`src/add_sub_pkg.sv`:
```
// Purpose: Shared constants and carriers for the add/subtract datapath
// Assumes: One 32-bit core clock, operands already read from the register file
// Notes:   Register offsets are byte addresses on the plain register port
package add_sub_pkg;

    // Datapath widths
    localparam int unsigned WORD_W   = 32;
    localparam int unsigned IDX_W    = 4;
    localparam int unsigned IMM_W    = 12;
    localparam int unsigned ADDR_W   = 8;

    // Architectural register indices used by the special forms
    localparam logic [IDX_W-1:0] SP_IDX = 4'hd;
    localparam logic [IDX_W-1:0] PC_IDX = 4'hf;

    // Register offsets
    localparam logic [ADDR_W-1:0] FLAGS_OFF  = 8'h00;
    localparam logic [ADDR_W-1:0] RESULT_OFF = 8'h04;
    localparam logic [ADDR_W-1:0] COUNT_OFF  = 8'h08;
    localparam logic [ADDR_W-1:0] REJECT_OFF = 8'h0c;

    // Flag field positions inside the flags register
    localparam int unsigned FLAG_V = 0;
    localparam int unsigned FLAG_C = 1;
    localparam int unsigned FLAG_Z = 2;
    localparam int unsigned FLAG_N = 3;
    localparam int unsigned FLAGS_W = 4;

    // Reset values
    localparam logic [FLAGS_W-1:0] FLAGS_RST = 4'h0;
    localparam logic [WORD_W-1:0]  WORD_RST  = 32'h0000_0000;

    // Address clearing masks for the program counter forms
    localparam logic [WORD_W-1:0] WORD_ALIGN_MASK = 32'hffff_fffc;
    localparam logic [WORD_W-1:0] HALF_ALIGN_MASK = 32'hffff_fffe;

    // Operation codes, one-hot
    typedef enum logic [4:0] {
        OP_SUM       = 5'b00001,
        OP_SUM_CARRY = 5'b00010,
        OP_DIFF      = 5'b00100,
        OP_DIFF_BRW  = 5'b01000,
        OP_REV_DIFF  = 5'b10000
    } op_t;

    // Issue request from the core
    typedef struct packed {
        logic              valid;
        op_t               op;
        logic              set_flags;
        logic              use_imm;
        logic [IMM_W-1:0]  imm;
        logic [IDX_W-1:0]  first_idx;
        logic [WORD_W-1:0] first_val;
        logic [WORD_W-1:0] second_val;
        logic              dest_present;
        logic [IDX_W-1:0]  dest_idx;
    } req_t;

    // Write-back to the register file
    typedef struct packed {
        logic              valid;
        logic [IDX_W-1:0]  idx;
        logic [WORD_W-1:0] data;
    } wb_t;

    // Branch request to the fetch stage
    typedef struct packed {
        logic              valid;
        logic [WORD_W-1:0] target;
    } branch_t;

endpackage

```
`src/carry_adder.sv`:
```
// Purpose: Ripple-free adder with carry in, carry out and signed overflow
// Assumes: Caller inverts operands for subtraction
// Notes:   Width is a parameter; results below two bits make no sense
module carry_adder #(
    parameter int unsigned WIDTH = 32
) (
    // Operands
    input  wire logic [WIDTH-1:0] a_in,
    input  wire logic [WIDTH-1:0] b_in,
    input  wire logic             carry_in,
    // Results
    output logic      [WIDTH-1:0] sum_out,
    output logic                  carry_out,
    output logic                  overflow_out
);

    // Refuse widths the sign logic cannot serve
    if (WIDTH < 2) begin : g_width_check
        $error("carry_adder width must be at least 2");
    end

    logic [WIDTH:0] full_sum;

    // One extra bit catches the carry out
    assign full_sum     = {1'b0, a_in} + {1'b0, b_in} + {{WIDTH{1'b0}}, carry_in};
    assign sum_out      = full_sum[WIDTH-1:0];
    assign carry_out    = full_sum[WIDTH];
    // Overflow when like-signed inputs give an unlike-signed sum
    assign overflow_out = (a_in[WIDTH-1] == b_in[WIDTH-1]) && (sum_out[WIDTH-1] != a_in[WIDTH-1]);

endmodule

```
`src/integer_add_subtract_unit.sv`:
```
// Purpose: Add/subtract stage of the core with flags and PC-relative forms
// Assumes: Operand values arrive read; the flexible operand is already shifted
// Notes:   One request per cycle, result one cycle after the request edge
//
// Operation
// - A sum writes the first operand plus the flexible operand or the 12-bit immediate.
// - A sum with carry adds the first operand, the flexible operand and the carry flag.
// - A difference writes the first operand minus the flexible operand or the immediate.
// - A difference with borrow subtracts one more when the carry flag is clear.
// - A reversed difference writes the flexible operand minus the first operand.
// - The immediate form exists only for sum and difference, spans 0 to 4095 and leaves the flags alone.
// - With no destination given the result goes back to the first operand register.
// - With flag update requested, N, Z, C and V follow the result of any of the five operations.
// - A program counter used as first operand has its two low bits cleared before the arithmetic.
// - The PC-plus-register sum with the PC as destination branches to the result with bit zero cleared.
// - The wide immediate sum and difference run exactly as the 12-bit immediate forms.
//
// Added by the designer: strobed register access and the register offsets.
module integer_add_subtract_unit (
    // Clock and reset
    input  wire logic                              clk,
    input  wire logic                              reset_n,
    // Issue request
    input  add_sub_pkg::req_t                      req_in,
    // Write-back, branch and flags
    output add_sub_pkg::wb_t                       wb_out,
    output add_sub_pkg::branch_t                   branch_out,
    output logic [add_sub_pkg::FLAGS_W-1:0]        flags_out,
    // Register port
    input  wire logic [add_sub_pkg::ADDR_W-1:0]    reg_addr,
    input  wire logic [add_sub_pkg::WORD_W-1:0]    reg_wdata,
    input  wire logic                              reg_wr,
    input  wire logic                              reg_rd,
    output logic      [add_sub_pkg::WORD_W-1:0]    reg_rdata
);
    import add_sub_pkg::*;

    // State
    logic [FLAGS_W-1:0] flags_reg;
    logic [FLAGS_W-1:0] flags_next;
    wb_t                wb_reg;
    wb_t                wb_next;
    branch_t            branch_reg;
    branch_t            branch_next;
    logic [WORD_W-1:0]  result_reg;
    logic [WORD_W-1:0]  count_reg;
    logic [WORD_W-1:0]  reject_reg;
    logic [WORD_W-1:0]  rdata_reg;
    logic [WORD_W-1:0]  rdata_next;

    // Decode
    logic               carry_flag;
    logic               first_is_pc;
    logic [WORD_W-1:0]  base_a;
    logic [WORD_W-1:0]  opnd_b;
    logic [IDX_W-1:0]   dest_idx;
    logic               imm_allowed;
    logic               op_known;
    logic               legal;
    logic               take;
    logic               reject;
    logic               is_branch;
    logic               flag_update;

    // Adder hookup
    logic [WORD_W-1:0]  add_a;
    logic [WORD_W-1:0]  add_b;
    logic               add_cin;
    logic [WORD_W-1:0]  add_sum;
    logic               add_cout;
    logic               add_ovf;
    logic [FLAGS_W-1:0] new_flags;

    // Register port decode
    logic               sel_flags;
    logic               sel_result;
    logic               sel_count;
    logic               sel_reject;
    logic               sw_flags_wr;
    logic [WORD_W-1:0]  read_mux;

    assign carry_flag  = flags_reg[FLAG_C];

    // PC base is word aligned so PC-relative constants land on words
    assign first_is_pc = (req_in.first_idx == PC_IDX);
    assign base_a      = first_is_pc ? (req_in.first_val & WORD_ALIGN_MASK)
                                     : req_in.first_val;
    // Immediate is zero extended, so it always reads 0 to 4095
    assign opnd_b      = req_in.use_imm ? {{(WORD_W-IMM_W){1'b0}}, req_in.imm}
                                        : req_in.second_val;
    // Omitted destination falls back to the first operand register
    assign dest_idx    = req_in.dest_present ? req_in.dest_idx : req_in.first_idx;

    // Legality: immediate only on sum and difference, op code must be one-hot
    assign op_known    = (req_in.op == OP_SUM) || (req_in.op == OP_SUM_CARRY) || (req_in.op == OP_DIFF)
                         || (req_in.op == OP_DIFF_BRW) || (req_in.op == OP_REV_DIFF);
    assign imm_allowed = (req_in.op == OP_SUM) || (req_in.op == OP_DIFF);
    assign legal       = op_known && (!req_in.use_imm || imm_allowed);
    assign take        = req_in.valid && legal;
    assign reject      = req_in.valid && !legal;

    // PC-plus-register form turns into a branch; flag-free use is the caller's duty
    assign is_branch   = take && (req_in.op == OP_SUM) && !req_in.use_imm && first_is_pc
                         && (dest_idx == PC_IDX);
    // Immediate forms never touch the flags
    assign flag_update = take && req_in.set_flags && !req_in.use_imm;

    // Operand steering; subtraction is addition of the inverse
    always_comb begin
        add_a   = base_a;
        add_b   = opnd_b;
        add_cin = 1'b0;
        unique case (req_in.op)
            OP_SUM: begin
                add_cin = 1'b0;
            end
            OP_SUM_CARRY: begin
                add_cin = carry_flag;
            end
            OP_DIFF: begin
                add_b   = ~opnd_b;
                add_cin = 1'b1;
            end
            OP_DIFF_BRW: begin
                add_b   = ~opnd_b;
                add_cin = carry_flag;
            end
            OP_REV_DIFF: begin
                add_a   = opnd_b;
                add_b   = ~base_a;
                add_cin = 1'b1;
            end
            default: begin
                add_cin = 1'b0;
            end
        endcase
    end

    carry_adder #(
        .WIDTH        (WORD_W)
    ) u_adder (
        .a_in         (add_a),
        .b_in         (add_b),
        .carry_in     (add_cin),
        .sum_out      (add_sum),
        .carry_out    (add_cout),
        .overflow_out (add_ovf)
    );

    // Carry out of a + ~b + 1 is the no-borrow bit, which chains across words
    assign new_flags[FLAG_N] = add_sum[WORD_W-1];
    assign new_flags[FLAG_Z] = (add_sum == WORD_RST);
    assign new_flags[FLAG_C] = add_cout;
    assign new_flags[FLAG_V] = add_ovf;

    // Register port decode
    assign sel_flags   = (reg_addr == FLAGS_OFF);
    assign sel_result  = (reg_addr == RESULT_OFF);
    assign sel_count   = (reg_addr == COUNT_OFF);
    assign sel_reject  = (reg_addr == REJECT_OFF);
    assign sw_flags_wr = reg_wr && sel_flags;
    assign read_mux    = sel_flags  ? {{(WORD_W-FLAGS_W){1'b0}}, flags_reg} :
                         sel_result ? result_reg :
                         sel_count  ? count_reg  :
                         sel_reject ? reject_reg : WORD_RST;

    // Hardware flag update beats a software write in the same cycle
    assign flags_next = flag_update ? new_flags :
                        sw_flags_wr ? reg_wdata[FLAGS_W-1:0] : flags_reg;

    // Branch target drops bit zero; it does not write the register file
    assign branch_next.valid  = is_branch;
    assign branch_next.target = add_sum & HALF_ALIGN_MASK;
    assign wb_next.valid      = take && !is_branch;
    assign wb_next.idx        = dest_idx;
    assign wb_next.data       = add_sum;

    // Read data stand for one cycle only, zero otherwise
    assign rdata_next = reg_rd ? read_mux : WORD_RST;

    // Result and flag state
    always_ff @(posedge clk) begin
        if (!reset_n) begin
            flags_reg  <= FLAGS_RST;
            wb_reg     <= '0;
            branch_reg <= '0;
        end else begin
            flags_reg  <= flags_next;
            wb_reg     <= wb_next;
            branch_reg <= branch_next;
        end
    end

    // Software-visible status
    always_ff @(posedge clk) begin
        if (!reset_n) begin
            result_reg <= WORD_RST;
            count_reg  <= WORD_RST;
            reject_reg <= WORD_RST;
            rdata_reg  <= WORD_RST;
        end else begin
            if (take) begin
                result_reg <= add_sum;
                count_reg  <= count_reg + 32'h0000_0001;
            end
            if (reject) begin
                reject_reg <= reject_reg + 32'h0000_0001;
            end
            rdata_reg <= rdata_next;
        end
    end

    assign wb_out     = wb_reg;
    assign branch_out = branch_reg;
    assign flags_out  = flags_reg;
    assign reg_rdata  = rdata_reg;

    // Reference values, written apart from the adder path
    logic [WORD_W-1:0] exp_sum;
    logic [WORD_W-1:0] exp_sum_c;
    logic [WORD_W-1:0] exp_diff;
    logic [WORD_W-1:0] exp_diff_b;
    logic [WORD_W-1:0] exp_rev;
    logic              exp_no_borrow;
    logic              is_sub;

    assign exp_sum       = base_a + opnd_b;
    assign exp_sum_c     = base_a + opnd_b + {{(WORD_W-1){1'b0}}, carry_flag};
    assign exp_diff      = base_a - opnd_b;
    assign exp_diff_b    = base_a - opnd_b - {{(WORD_W-1){1'b0}}, !carry_flag};
    assign exp_rev       = opnd_b - base_a;
    assign exp_no_borrow = (req_in.op == OP_REV_DIFF) ? (opnd_b >= base_a) : (base_a >= opnd_b);
    assign is_sub        = (req_in.op == OP_DIFF) || (req_in.op == OP_REV_DIFF);

    // Sum flags, aligned PC base and widened immediate, kept apart from the adder
    logic              exp_sum_cout;
    logic              exp_sum_ovf;
    logic [WORD_W-1:0] exp_pc_base;
    logic [WORD_W-1:0] exp_imm;

    // A sum carries out exactly when a exceeds the room left above b
    assign exp_sum_cout  = (base_a > ~opnd_b);
    assign exp_sum_ovf   = ($signed(base_a) < 0) == ($signed(opnd_b) < 0)
                           && (($signed(exp_sum) < 0) != ($signed(base_a) < 0));
    assign exp_pc_base   = {req_in.first_val[WORD_W-1:2], 2'b00};
    assign exp_imm       = {{(WORD_W-IMM_W){1'b0}}, req_in.imm};
endmodule

```
`config.mk`:
```
export PLATFORM = sky130hd
export DESIGN_NAME = integer_add_subtract_unit
export DESIGN_NICKNAME = d
export VERILOG_FILES = /design/src/add_sub_pkg.sv /design/src/carry_adder.sv /design/src/integer_add_subtract_unit.sv
export SDC_FILE = /design/constraint.sdc
export NUM_CORES = 1
export LEC_CHECK = 0
export BUFFER_PORTS_ARGS = -buffer_cell sky130_fd_sc_hd__buf_2
export CAP_MARGIN = 20
export CORE_MARGIN = 2
export CORE_UTILIZATION = 25
export DETAILED_ROUTE_END_ITERATION = 7
export PLACE_DENSITY = 0.42
export SLEW_MARGIN = 20
export SYNTH_ARGS = -nofsm -noshare
export SYNTH_HDL_FRONTEND = slang
export SYNTH_HIERARCHICAL = 1
export SYNTH_SLANG_ARGS = --single-unit
```
`constraint.sdc`:
```
create_clock -name clk -period 8.6 [get_ports clk]
set_clock_uncertainty 0.15 [all_clocks]
set_input_delay 1.72 -clock clk [delete_from_list [all_inputs] [get_ports clk]]
set_output_delay 1.72 -clock clk [all_outputs]
set_load 0.005 [all_outputs]
```
Word-level counts from Yosys, hierarchy flattened:

Index checks and enable logic that the tools add are counted.

* bits in registers: 202
* output and inout port bits: 106
* logic and storage cells: 73
* input port bits: 137

* multiplexer cells: 12
* add/subtract/negate cells: 4
* equality and inequality tests: 12
* reductions and logical operators: 29
* bitwise operators: 4

Operator list (number)
* $mux 32: 5
* $add 32x1->32 const B: 2
* $not 32->32: 2
* $pmux 32 s2: 1
* $add 32x32->33: 1
* $add 33x1->33: 1
* $logic_not 32->1: 1
* $eq 8x4->1 const B: 2
* $mux 4: 4
* $logic_and 1x1->1: 12
* $eq 4x4->1 const B: 2
* $eq 8x3->1 const B: 1
* $logic_not 8->1: 1
* $logic_or 1x1->1: 6
* $reduce_or 2->1: 3
* $eq 5x1->1 const B: 1
* $eq 5x2->1 const B: 1
* $eq 5x3->1 const B: 1
* $eq 5x4->1 const B: 1
* $eq 5x5->1 const B: 1
* $logic_not 1->1: 3
* $reduce_or 3->1: 1
* $mux 2: 1
* $not 1->1: 2
* other kinds (5): 5

Longest topological paths before layout:

Gate-level depths: netlist (run 1).

* depth after elaboration: 13
* mapped depth: 20
* depth with buffers taken out: 18

By module:

Netlist (run 1), hierarchy kept.

By module, submodules not included
* integer_add_subtract_unit: cells an instance 1071, area each 8465.6 um2, seq. area each 3403.3 um2, instances 1
* carry_adder: cells an instance 239, area each 1730.4 um2, seq. area each 0.0 um2, instances 1

Worst setup path before layout (run 1):

No wires, ideal clock.

* kind: input to register
* from: input req_in[89] (netlist name)
* to: register flags_reg[2] (netlist: flags_out[2])
* arrival time: 6102 ps
* setup time: 70 ps
* required time: 8380 ps
* path buffers: 2
* cell stages on the path: 18
* path slack: 2278 ps
* cells stage by stage: buf_2 nor4_1 or2_2 clkbuf_1 o21ai_0 fa_1 fa_1 a21o_1 a221oi_1 or3_1 a21oi_1 nand3b_4 a311oi_1 nor3_1 nor4_1 nand4_1 or4_1 a21oi_1

* elaborated cells between the ends (all ways): 26
* classes of those cells: add/sub (2); eq/ne (5); mux (4); reduce/logical (15)

RTL lines
* from (decl): line integer_add_subtract_unit.sv:24 `input add_sub_pkg::req_t req_in,`
* $eq 5x4->1 or $eq 5x3->1 (tied branches): line integer_add_subtract_unit.sv:113 `unique case (req_in.op)`
* $reduce_or 2->1 (no source line)
* $pmux 32 s2 (*): line integer_add_subtract_unit.sv:113
* named net add_b[0]: line integer_add_subtract_unit.sv:67 `logic [WORD_W-1:0] add_b;`
* $add 32x32->33 (*): line carry_adder.sv:25 `assign full_sum = {1'b0, a_in} + {1'b0, b_in} + {{WIDTH{1'b0}}, carry_in};`
* $add 33x1->33 (*): line carry_adder.sv:25
* named net add_sum[26]: line integer_add_subtract_unit.sv:69 `logic [WORD_W-1:0] add_sum;`
* $logic_not 32->1 (*): line integer_add_subtract_unit.sv:152 `assign new_flags[FLAG_Z] = (add_sum == WORD_RST);`
* $mux 4 (*): line integer_add_subtract_unit.sv:168 `assign flags_next = flag_update ? new_flags :`
* to (signal assigned): line integer_add_subtract_unit.sv:188 `flags_reg <= flags_next;`
* to (decl): line integer_add_subtract_unit.sv:39 `logic [FLAGS_W-1:0] flags_reg;`

Mark *: on every way through the listed nets, which the timed path passes. The rest lies on a longest branch.
A chain may end at the register's enable or synchronous reset.

Final worst setup path (run 1):

* from: input req_in[88] (netlist name)
* to: register flags_reg[2] (netlist: flags_out[2])

* elaborated cells between the ends (all ways): 26
* classes of those cells: add/sub (2); eq/ne (5); mux (4); reduce/logical (15)

RTL lines
* $eq 5x5->1: line integer_add_subtract_unit.sv:113
* $mux 32: line integer_add_subtract_unit.sv:113
* named net add_a[0]: line integer_add_subtract_unit.sv:66 `logic [WORD_W-1:0] add_a;`
* $add 32x32->33: line carry_adder.sv:25
* $add 33x1->33: line carry_adder.sv:25
* named net add_sum[26]: line integer_add_subtract_unit.sv:69
* $logic_not 32->1: line integer_add_subtract_unit.sv:152
* $mux 4: line integer_add_subtract_unit.sv:168

The timed path passes the listed nets, and every way through them passes these cells.

==> metrics.txt, run 1 <==
number of setup violations in the final report 0; pin count of the biggest net entering global routing 53; Syn Inst Count 1310; Final Critical Period 7.072 ns; Overall Power 0.002133 W; setup bufs post-CTS 0; max_slew headroom 32.65%; register area share after synthesis 33.38%; Iter 0 DRT Violations 636; CP arrival 7.29 ns; Final ANT Viol Nets 0; largest cells by area after synthesis dfxtp_1, a21oi_1, nand2_1, ha_1, nor2_1; Clock transition at path regs 0.08 ns; Die Width 206.0 µm; dominant cell type by area after synthesis dfxtp_1; fin crit share 82.24%; port bufs 213; Non-Filler Instances 1979; TNS Setup 0 ns; Syn Nets 1482; global-route wire length before repair 54130 µm; Cell Pwr Density 176.4 nW/µm²; clock sinks 170; Placed Cells 1947; row cnt 73; drt first pass iters 5; vias in the first global route 9555; wire per inst 17.52 µm; die height 206.0 µm; Synth top area share 33.38%; most frequent cell after synthesis dfxtp_1; DRC 0; gp weighted congestion 0.8098; ant diodes 0; GRT Total Usage 16.37%; die footprint 42420 µm²; Initial Utilization 25.49%; MaxCap Viol Count 0; EDFF count, synth 0; I/O Pins 243; TritonCTS clock tree done; Slew Viols, Final 0; mapped cell area 10200 µm²; hpwl dp 25840 µm; Fin. Hold Viols 0; status complete, no violations; Avg Synthesized Cell Area 7.783 µm²; Layout area overhead 18.58%; Synthesis Warnings 6; WP buf/inv 1; count of cell types in the netlist 72; WL final 34670 µm; critical path type input port to flop; post-cts resize count 0; crit-path leading delay family simple AND/OR/NAND/NOR gates; Overflow after GRT 0; Root Driver clkbuf_16; ys async rst share 0%; WP data required 8.82 ns; antenna violations before repair 3; total number of vias 9926; maximum clock path buffer count 2; CTS Hold Buffers Added 0; Tightest Hold Check Type flop to flop; Fmax 141.4 MHz; Via density 5.016; clk_lat worst skew 0.44 ns; slowest stage delay, CP 0.89 ns; Crit Path Max Fanout 37; Leak Pwr 4.891 nW; maximum vdd ir drop 0.1347 mV; crit start category input port; Worst Setup End Kind flop; max reg flops 37; worst hold slack 0.3059 ns; Final nets 1613; cts bufs inserted 17; RSZ-0062 raised after global routing false; Crit-path slowest cell or4_2; flops & latches, synth 170; CP cell instances buf_2 -> nand2b_1 -> or4_2 -> nand3_1 -> o21ai_0 -> fa_1 -> fa_1 -> a21o_1 -> a221oi_1 -> or3_1 -> a21oi_1 -> nand3b_4 -> a311oi_1 -> nor3_1 -> nor4_1 -> nand4_1 -> or4_1 -> a21oi_1; Post-synth top cells dfxtp_1, nand2_1, a21oi_1; ys flop type dfxtp_1; H-Tree Depth 4; layout cells sized above 1 20.15%; worst-margin pin slew 1.010 ns; CORE AREA 40010 µm²
[worst paths after layout]
path	startpoint	end	slack, ns	depth (start not counted)
hold / removal	result_reg[25]	result_reg[25]	0.31	2
setup reg to reg	flags_out[1]	flags_out[2]	3.71	17
hold reg to reg	result_reg[25]	result_reg[25]	0.31	2
setup / recovery	req_in[88]	flags_out[2]	1.53	18
[final cells by class]
cell class | instances | area (µm²)
Fill cell | 4407 | 27920
Multi-Input combinational cell | 1004 | 6166
Sequential cell | 170 | 3403
Timing Repair Buffer | 230 | 1194
Tap cell | 525 | 656.9
Clock buffer | 22 | 464.2
Clock inverter | 10 | 138.9
Inverter | 18 | 67.56
[report_power, final]
part / total (W) / internal (W) / switching, W
logic: 0.000460 / 0.000185 / 0.000275
clock network: 0.000829 / 0.000475 / 0.000354
registers: 0.000844 / 0.000823 / 0.0000211
[per-layer routing]
layer	global-route usage, %	part of all wire (%)
met2	26.19	46
met5	0	0.061
met1	22.59	48
met4	4.056	1.4
met3	3.075	4.4
[layout by cell type (no fill, tap or decap), types with 17 or more instances in the layout]
cell         n
o31ai_1     26
or4_1       29
nor2_1     107
nor2b_1     17
buf_4       17
a21oi_1    150
o21ai_0     77
buf_2      213
inv_1       17
dfxtp_1    170
nand2_1    161
xnor2_1     23
or3_1       19
nand4_1     21
ha_1        33
and2_1      35
a21o_1      20
nor4_1      46
clkbuf_16   17
nand3_1     35
mux2i_1     35
[per-stage QoR]
stage,cell area [µm²],utilization [%],setup slack [ns]
after global routing,12090,30.22,1.112
after floorplan,10200,-,2.278
after CTS,12090,30.22,1.444
after global placement,11490,28.71,0.9899
after detailed placement,11490,28.71,0.9950
final,12090,30.22,1.528
[cells by family after synthesis]
kind of cell	Yosys count	share of synthesized area [%]
multiplexers	49	5.019
flip-flops	170	33.38
other	1	0.03678
AND/OR/NAND/NOR	529	26.27
XOR/XNOR	38	3.264
buffers and inverters	136	6.332
AO/OA/AOI/OAI	352	21.25
adder cells (fa/ha/maj)	35	4.442
[worst register-to-register path: stages, from the launching register on]
cell and delay (ns):
dfxtp_1 0.39, inv_1 0.11, o32ai_1 0.09, nand2b_1 0.07
a21oi_1 0.08, fa_1 0.44, fa_1 0.44, a21o_1 0.22
a221oi_1 0.49, or3_1 0.28, a21oi_1 0.16, nand3b_4 0.23
a311oi_1 0.29, nor3_1 0.13, nor4_1 0.36, nand4_1 0.24
or4_1 0.53, a21oi_1 0.13
Note: power is estimated with default switching activity, not from simulation.
==> run 2, diff against run 1 <==
clock period = 7.1 ns   (was 8.6 ns; I/O delays follow)
==> metrics.txt, run 2 (same netlist as run 1, synthesis figures left out) <==
fillers 4464 (was 4407); drt first pass iters 5 (unchanged); Worst Setup End Kind flop (unchanged); DRC 0 (unchanged); layout cells sized above 1 20.74% (was 20.15%); most frequent cells in the layout buf_2, dfxtp_1, nand2_1 (unchanged); TNS Setup 0 ns (unchanged); max reg flops 37 (unchanged); Clock transition at path regs 0.07 ns (was 0.08 ns); TritonCTS clock tree done (unchanged); gp weighted congestion 0.8016 (was 0.8098); number of setup violations in the final report 0 (unchanged); Layout area overhead 18.97% (was 18.58%); status complete, no violations (unchanged); antenna violations before repair 2 (was 3); ant diodes 0 (unchanged); FF-to-FF Start flags_out[1] (unchanged); maximum vdd ir drop 0.1508 mV (was 0.1347 mV); Fin. Hold Viols 0 (unchanged); critical path type input port to flop (unchanged); setup slack after layout 0.8599 ns (was 1.528 ns); die footprint 42420 µm² (unchanged); hold endpoint result_reg[23] (was result_reg[25]); crit start category input port (unchanged); Die Width 206.0 µm (unchanged); worst hold slack 0.3079 ns (was 0.3059 ns); max_slew headroom 44.68% (was 32.65%); Overflow after GRT 0 (unchanged); FF+latch area 3403 µm² (unchanged); WP data required 7.33 ns (was 8.82 ns); CP arrival 6.47 ns (was 7.29 ns); Crit Path Max Fanout 6 (was 37); Hold Path Stages 2 (unchanged); Final ANT Viol Nets 0 (unchanged); vias in the first global route 9517 (was 9555); r2r setup slk 2.24 ns (was 3.71 ns); CTS Hold Buffers Added 0 (unchanged); pin count of the biggest net entering global routing 55 (was 53); row cnt 73 (unchanged); most common cell after layout, fill and taps aside buf_2 (unchanged); Initial Utilization 25.49% (unchanged); port bufs 213 (unchanged); worst r2r path cells 17 (unchanged); Cell Pwr Density 211.0 nW/µm² (was 176.4 nW/µm²); worst-margin pin slew 0.8267 ns (was 1.010 ns); cts bufs inserted 17 (unchanged); fin crit share 87.89%; die height 206.0 µm (unchanged); Iter 0 DRT Violations 585 (was 636); total number of vias 9864 (was 9926); CORE AREA 40010 µm² (unchanged); hpwl dp 26220 µm (was 25840 µm); Root Driver clkbuf_16 (unchanged); Slew Viols, Final 0 (unchanged); min-delay src result_reg[23] (was result_reg[25]); global-route wire length before repair 54010 µm (was 54130 µm); GRT Total Usage 16.44% (was 16.37%); Final nets 1621 (was 1613); area of the multi-input gates 6166 µm² (unchanged); Fmax 160.3 MHz; WP buf/inv 1 (unchanged); H-Tree Depth 4 (unchanged); post-cts resize count 0 (unchanged); CP cell instances buf_2 -> nand2b_1 -> or4_2 -> nand3_1 -> o21ai_0 -> fa_1 -> fa_1 -> a21o_1 -> a221oi_1 -> or3_1 -> a21oi_1 -> nand3b_4 -> a311oi_1 -> nor3_1 -> nor4_1 -> nand4_1 -> or4_1 -> a21oi_1 (unchanged); Via density 4.967 (was 5.016); clk_lat worst skew 0.46 ns (was 0.44 ns); worst flop-to-flop path endpoint flags_out[2] (unchanged); WL final 34910 µm (was 34670 µm); Tightest Hold Check Type flop to flop (unchanged); clock sinks 170 (unchanged); I/O Pins 243 (unchanged); setup bufs post-CTS 0 (unchanged); maximum clock path buffer count 2 (unchanged); MaxCap Viol Count 0 (unchanged); RSZ-0062 raised after global routing false (unchanged); slowest stage delay, CP 0.57 ns (was 0.89 ns); wire per inst 17.58 µm (was 17.52 µm); Crit-path slowest cell or4_2 (unchanged); crit-path leading delay family simple AND/OR/NAND/NOR gates (unchanged); Leak Pwr 4.918 nW (was 4.891 nW); Final Critical Period 6.240 ns; dpl ws 0.3927 ns (was 0.9950 ns)
-- run 2: how the worst max path moves through the flow --
stage                           from           end  slack (ns)  cells after the start
after CTS                 req_in[88]  flags_out[2]        0.87                     18
after global routing      req_in[88]  flags_out[2]        0.53                     18
after global placement    req_in[88]  flags_out[2]        0.39                     18
after detailed placement  req_in[88]  flags_out[2]        0.39                     18
final                     req_in[88]  flags_out[2]        0.86                     18
after floorplan           req_in[89]  flags_out[2]        1.08                     18
-- run 2: cell type report --
type,count,area share (%)
Clock inverter,14,1.300
Timing Repair Buffer,238,10.34
Inverter,18,0.5570
Tap cell,525,5.415
Multi-Input combinational cell,1004,50.83
Sequential cell,170,28.06
Clock buffer,17,3.507
-- run 2: per-stage QoR --
step | instance area, µm² | instances | power, W | util (%)
finish | 12130 | 1986 | 0.002560 | 30.32
global route | 12130 | 1986 | 0.002693 | 30.32
CTS | 12130 | 1986 | 0.002594 | 30.32
detailed placement | 11550 | 1955 | 0.001612 | 28.86
global placement | 11550 | 1955 | 0.001611 | 28.86
floorplan | 10200 | 1310 | 0.001420 | -
-- run 2: worst register-to-register path: cells and delay by family, from the launching register on --
family | cells | cell delay, ns
flops | 1 | 0.51
simple gates | 8 | 2.27
buf+inv | 1 | 0.10
fa+ha+maj | 2 | 0.53
compound gates | 6 | 1.21
-- run 2: power by group --
part	switching (W)	internal (W)	total, W
Clock	0.000447	0.000525	0.000972
Sequential	0.0000258	0.000997	0.00102
Combinational	0.000336	0.000230	0.000566
-- run 2: metal layers --
metal / vias up / share of wire [%] / global-route usage (%) / routed length [µm]
li1: 4981 / - / - / -
met1: 4601 / 48 / 22.27 / 16690
met2: 235 / 45 / 26.13 / 15720
met3: 43 / 5.3 / 3.863 / 1838
met4: 4 / 1.8 / 4.286 / 639
met5: - / 0.069 / 0 / 24
==> run 3, diff against run 2 <==
clock period = 7.8 ns   (was 7.1 ns; I/O delays follow)
==> metrics.txt, run 3 (same netlist as run 1, synthesis figures left out) <==
die footprint 42420 µm² (unchanged); Slew Viols, Final 0 (unchanged); Final Critical Period 6.504 ns; Clk pwr share 38.4% (was 38.0%); H-Tree Depth 4 (unchanged); worst-margin pin slew 0.8555 ns (was 0.8267 ns); Placement Cell Area 11520 µm² (was 11550 µm²); MaxCap Viol Count 0 (unchanged); CTS Hold Buffers Added 0 (unchanged); Initial Utilization 25.49% (unchanged); Final ANT Viol Nets 0 (unchanged); global-route wire length before repair 54150 µm (was 54010 µm); most common cell after layout, fill and taps aside buf_2 (unchanged); pin count of the biggest net entering global routing 72 (was 55); max_slew headroom 42.97% (was 44.68%); Cell Pwr Density 192.8 nW/µm² (was 211.0 nW/µm²); Pint 0.001605 W (was 0.001751 W); WL final 34550 µm (was 34910 µm); most frequent cells in the layout buf_2, dfxtp_1, nand2_1 (unchanged); Tightest Hold Check Type flop to flop (unchanged); Via density 4.986 (was 4.967); switch share 31.28% (was 31.60%); Non-Filler Instances 1984 (was 1986); Fmax 153.8 MHz; antenna violations before repair 2 (unchanged); clock sinks 170 (unchanged); clk_lat worst skew 0.45 ns (was 0.46 ns); total number of vias 9893 (was 9864); Switch Pwr 0.0007305 W (was 0.0008089 W); Die Width 206.0 µm (unchanged); critical path type input port to flop (unchanged); setup slack after layout 1.296 ns (was 0.8599 ns); Seq pwr share 39.8% (was 39.9%); Leak Pwr 4.896 nW (was 4.918 nW); number of setup violations in the final report 0 (unchanged); Fin. Hold Viols 0 (unchanged); hpwl dp 26150 µm (was 26220 µm); vias in the first global route 9492 (was 9517); WP data required 8.02 ns (was 7.33 ns); RSZ-0062 raised after global routing false (unchanged); maximum clock path buffer count 2 (unchanged); wire per inst 17.41 µm (was 17.58 µm); Layout area overhead 18.82% (was 18.97%); post-route cell area 12120 µm² (was 12130 µm²); GRT Total Usage 16.51% (was 16.44%); I/O Pins 243 (unchanged); TritonCTS clock tree done (unchanged); Overflow after GRT 0 (unchanged); Final nets 1617 (was 1621); maximum vdd ir drop 0.1728 mV (was 0.1508 mV); gp weighted congestion 0.8024 (was 0.8016); post-cts resize count 0 (unchanged); cts bufs inserted 17 (unchanged); layout cells sized above 1 20.51% (was 20.74%); dpl ws 0.7857 ns (was 0.3927 ns); drt first pass iters 5 (unchanged); CP arrival 6.72 ns (was 6.47 ns); Clock transition at path regs 0.07 ns (about the same); Crit Path Max Fanout 6 (unchanged); port bufs 213 (unchanged); Placed Cells 1951 (was 1955); setup bufs post-CTS 0 (unchanged); CORE AREA 40010 µm² (unchanged); die height 206.0 µm (unchanged); row cnt 73 (unchanged); Iter 0 DRT Violations 553 (was 585); TNS Setup 0 ns (unchanged); fin crit share 83.38%; Worst Setup End Kind flop (unchanged); status complete, no violations (unchanged); DRC 0 (unchanged); Logic pwr share 21.8% (was 22.1%); fillers 4417 (was 4464); crit start category input port (unchanged); Root Driver clkbuf_16 (unchanged); max reg flops 37 (unchanged)
## run 3: cell types whose count changed in the layout (fill, tap and decap cells not counted)
cell	delta
clkinv_2	-1
clkbuf_1	+1
clkbuf_8	+2
buf_4	-4
clkinvlp_4	+2
inv_8	-1
diode_2	+1
inv_6	-2
## run 3: layout make-up
| class | instances | area [µm²] | area share, % |
|---|---|---|---|
| multi-input combinational | 1004 | 6166 | 50.89 |
| inverter | 18 | 67.56 | 0.5577 |
| clock inverter | 12 | 138.9 | 1.146 |
| sequential | 170 | 3403 | 28.09 |
| tap | 525 | 656.9 | 5.422 |
| clock buffer | 20 | 456.7 | 3.769 |
| timing repair buffer | 234 | 1224 | 10.10 |
| antenna | 1 | 2.502 | 0.02065 |
## run 3: final timing paths
| check | from | endpoint | depth (start not counted) | slack [ns] |
|---|---|---|---|---|
| worst min register to register | result_reg[24] | result_reg[24] | 2 | 0.31 |
| worst max-delay path | req_in[88] | flags_out[2] | 18 | 1.30 |
| worst max register to register | flags_out[1] | flags_out[2] | 17 | 2.84 |
| worst min-delay path | result_reg[24] | result_reg[24] | 2 | 0.31 |
## run 3: per-layer routing
layer / routed length, µm / up-vias / GRT usage [%]
li1: - / 4974 / -
met1: 16710 / 4639 / 22.68
met2: 15470 / 239 / 25.78
met3: 1602 / 39 / 3.532
met4: 745 / 2 / 5.000
met5: 16 / - / 0
## run 3: metrics by stage
step	hold slack [ns]	power (W)	utilization, %
4_1_cts	0.3070	0.002373	30.28
3_3_place_gp	0.2947	0.001461	28.79
6_report	0.3061	0.002336	30.28
3_5_place_dp	0.2967	0.001459	28.79
2_1_floorplan	0.2862	0.001292	-
5_1_grt	0.3214	0.002468	30.28
## run 3: worst max-delay path: stages
cell and delay (ns):
buf_2 0.14, nand2b_1 0.18, or4_2 0.57, nand3_1 0.10
o21ai_0 0.13, fa_1 0.52, fa_1 0.44, a21o_1 0.22
a221oi_1 0.46, or3_1 0.29, a21oi_1 0.16, nand3b_4 0.23
a311oi_1 0.29, nor3_1 0.12, nor4_1 0.34, nand4_1 0.27
or4_1 0.56, a21oi_1 0.13
## run 3: power by group through the flow
stage                     Sequential, W  Clock, W  Combinational [W]
final                          0.000930  0.000897           0.000509
after CTS                      0.000931  0.000930           0.000513
after global routing           0.000935  0.000967           0.000566
after global placement         0.000949         0           0.000511
after detailed placement       0.000950         0           0.000510
after floorplan                0.000949         0           0.000344
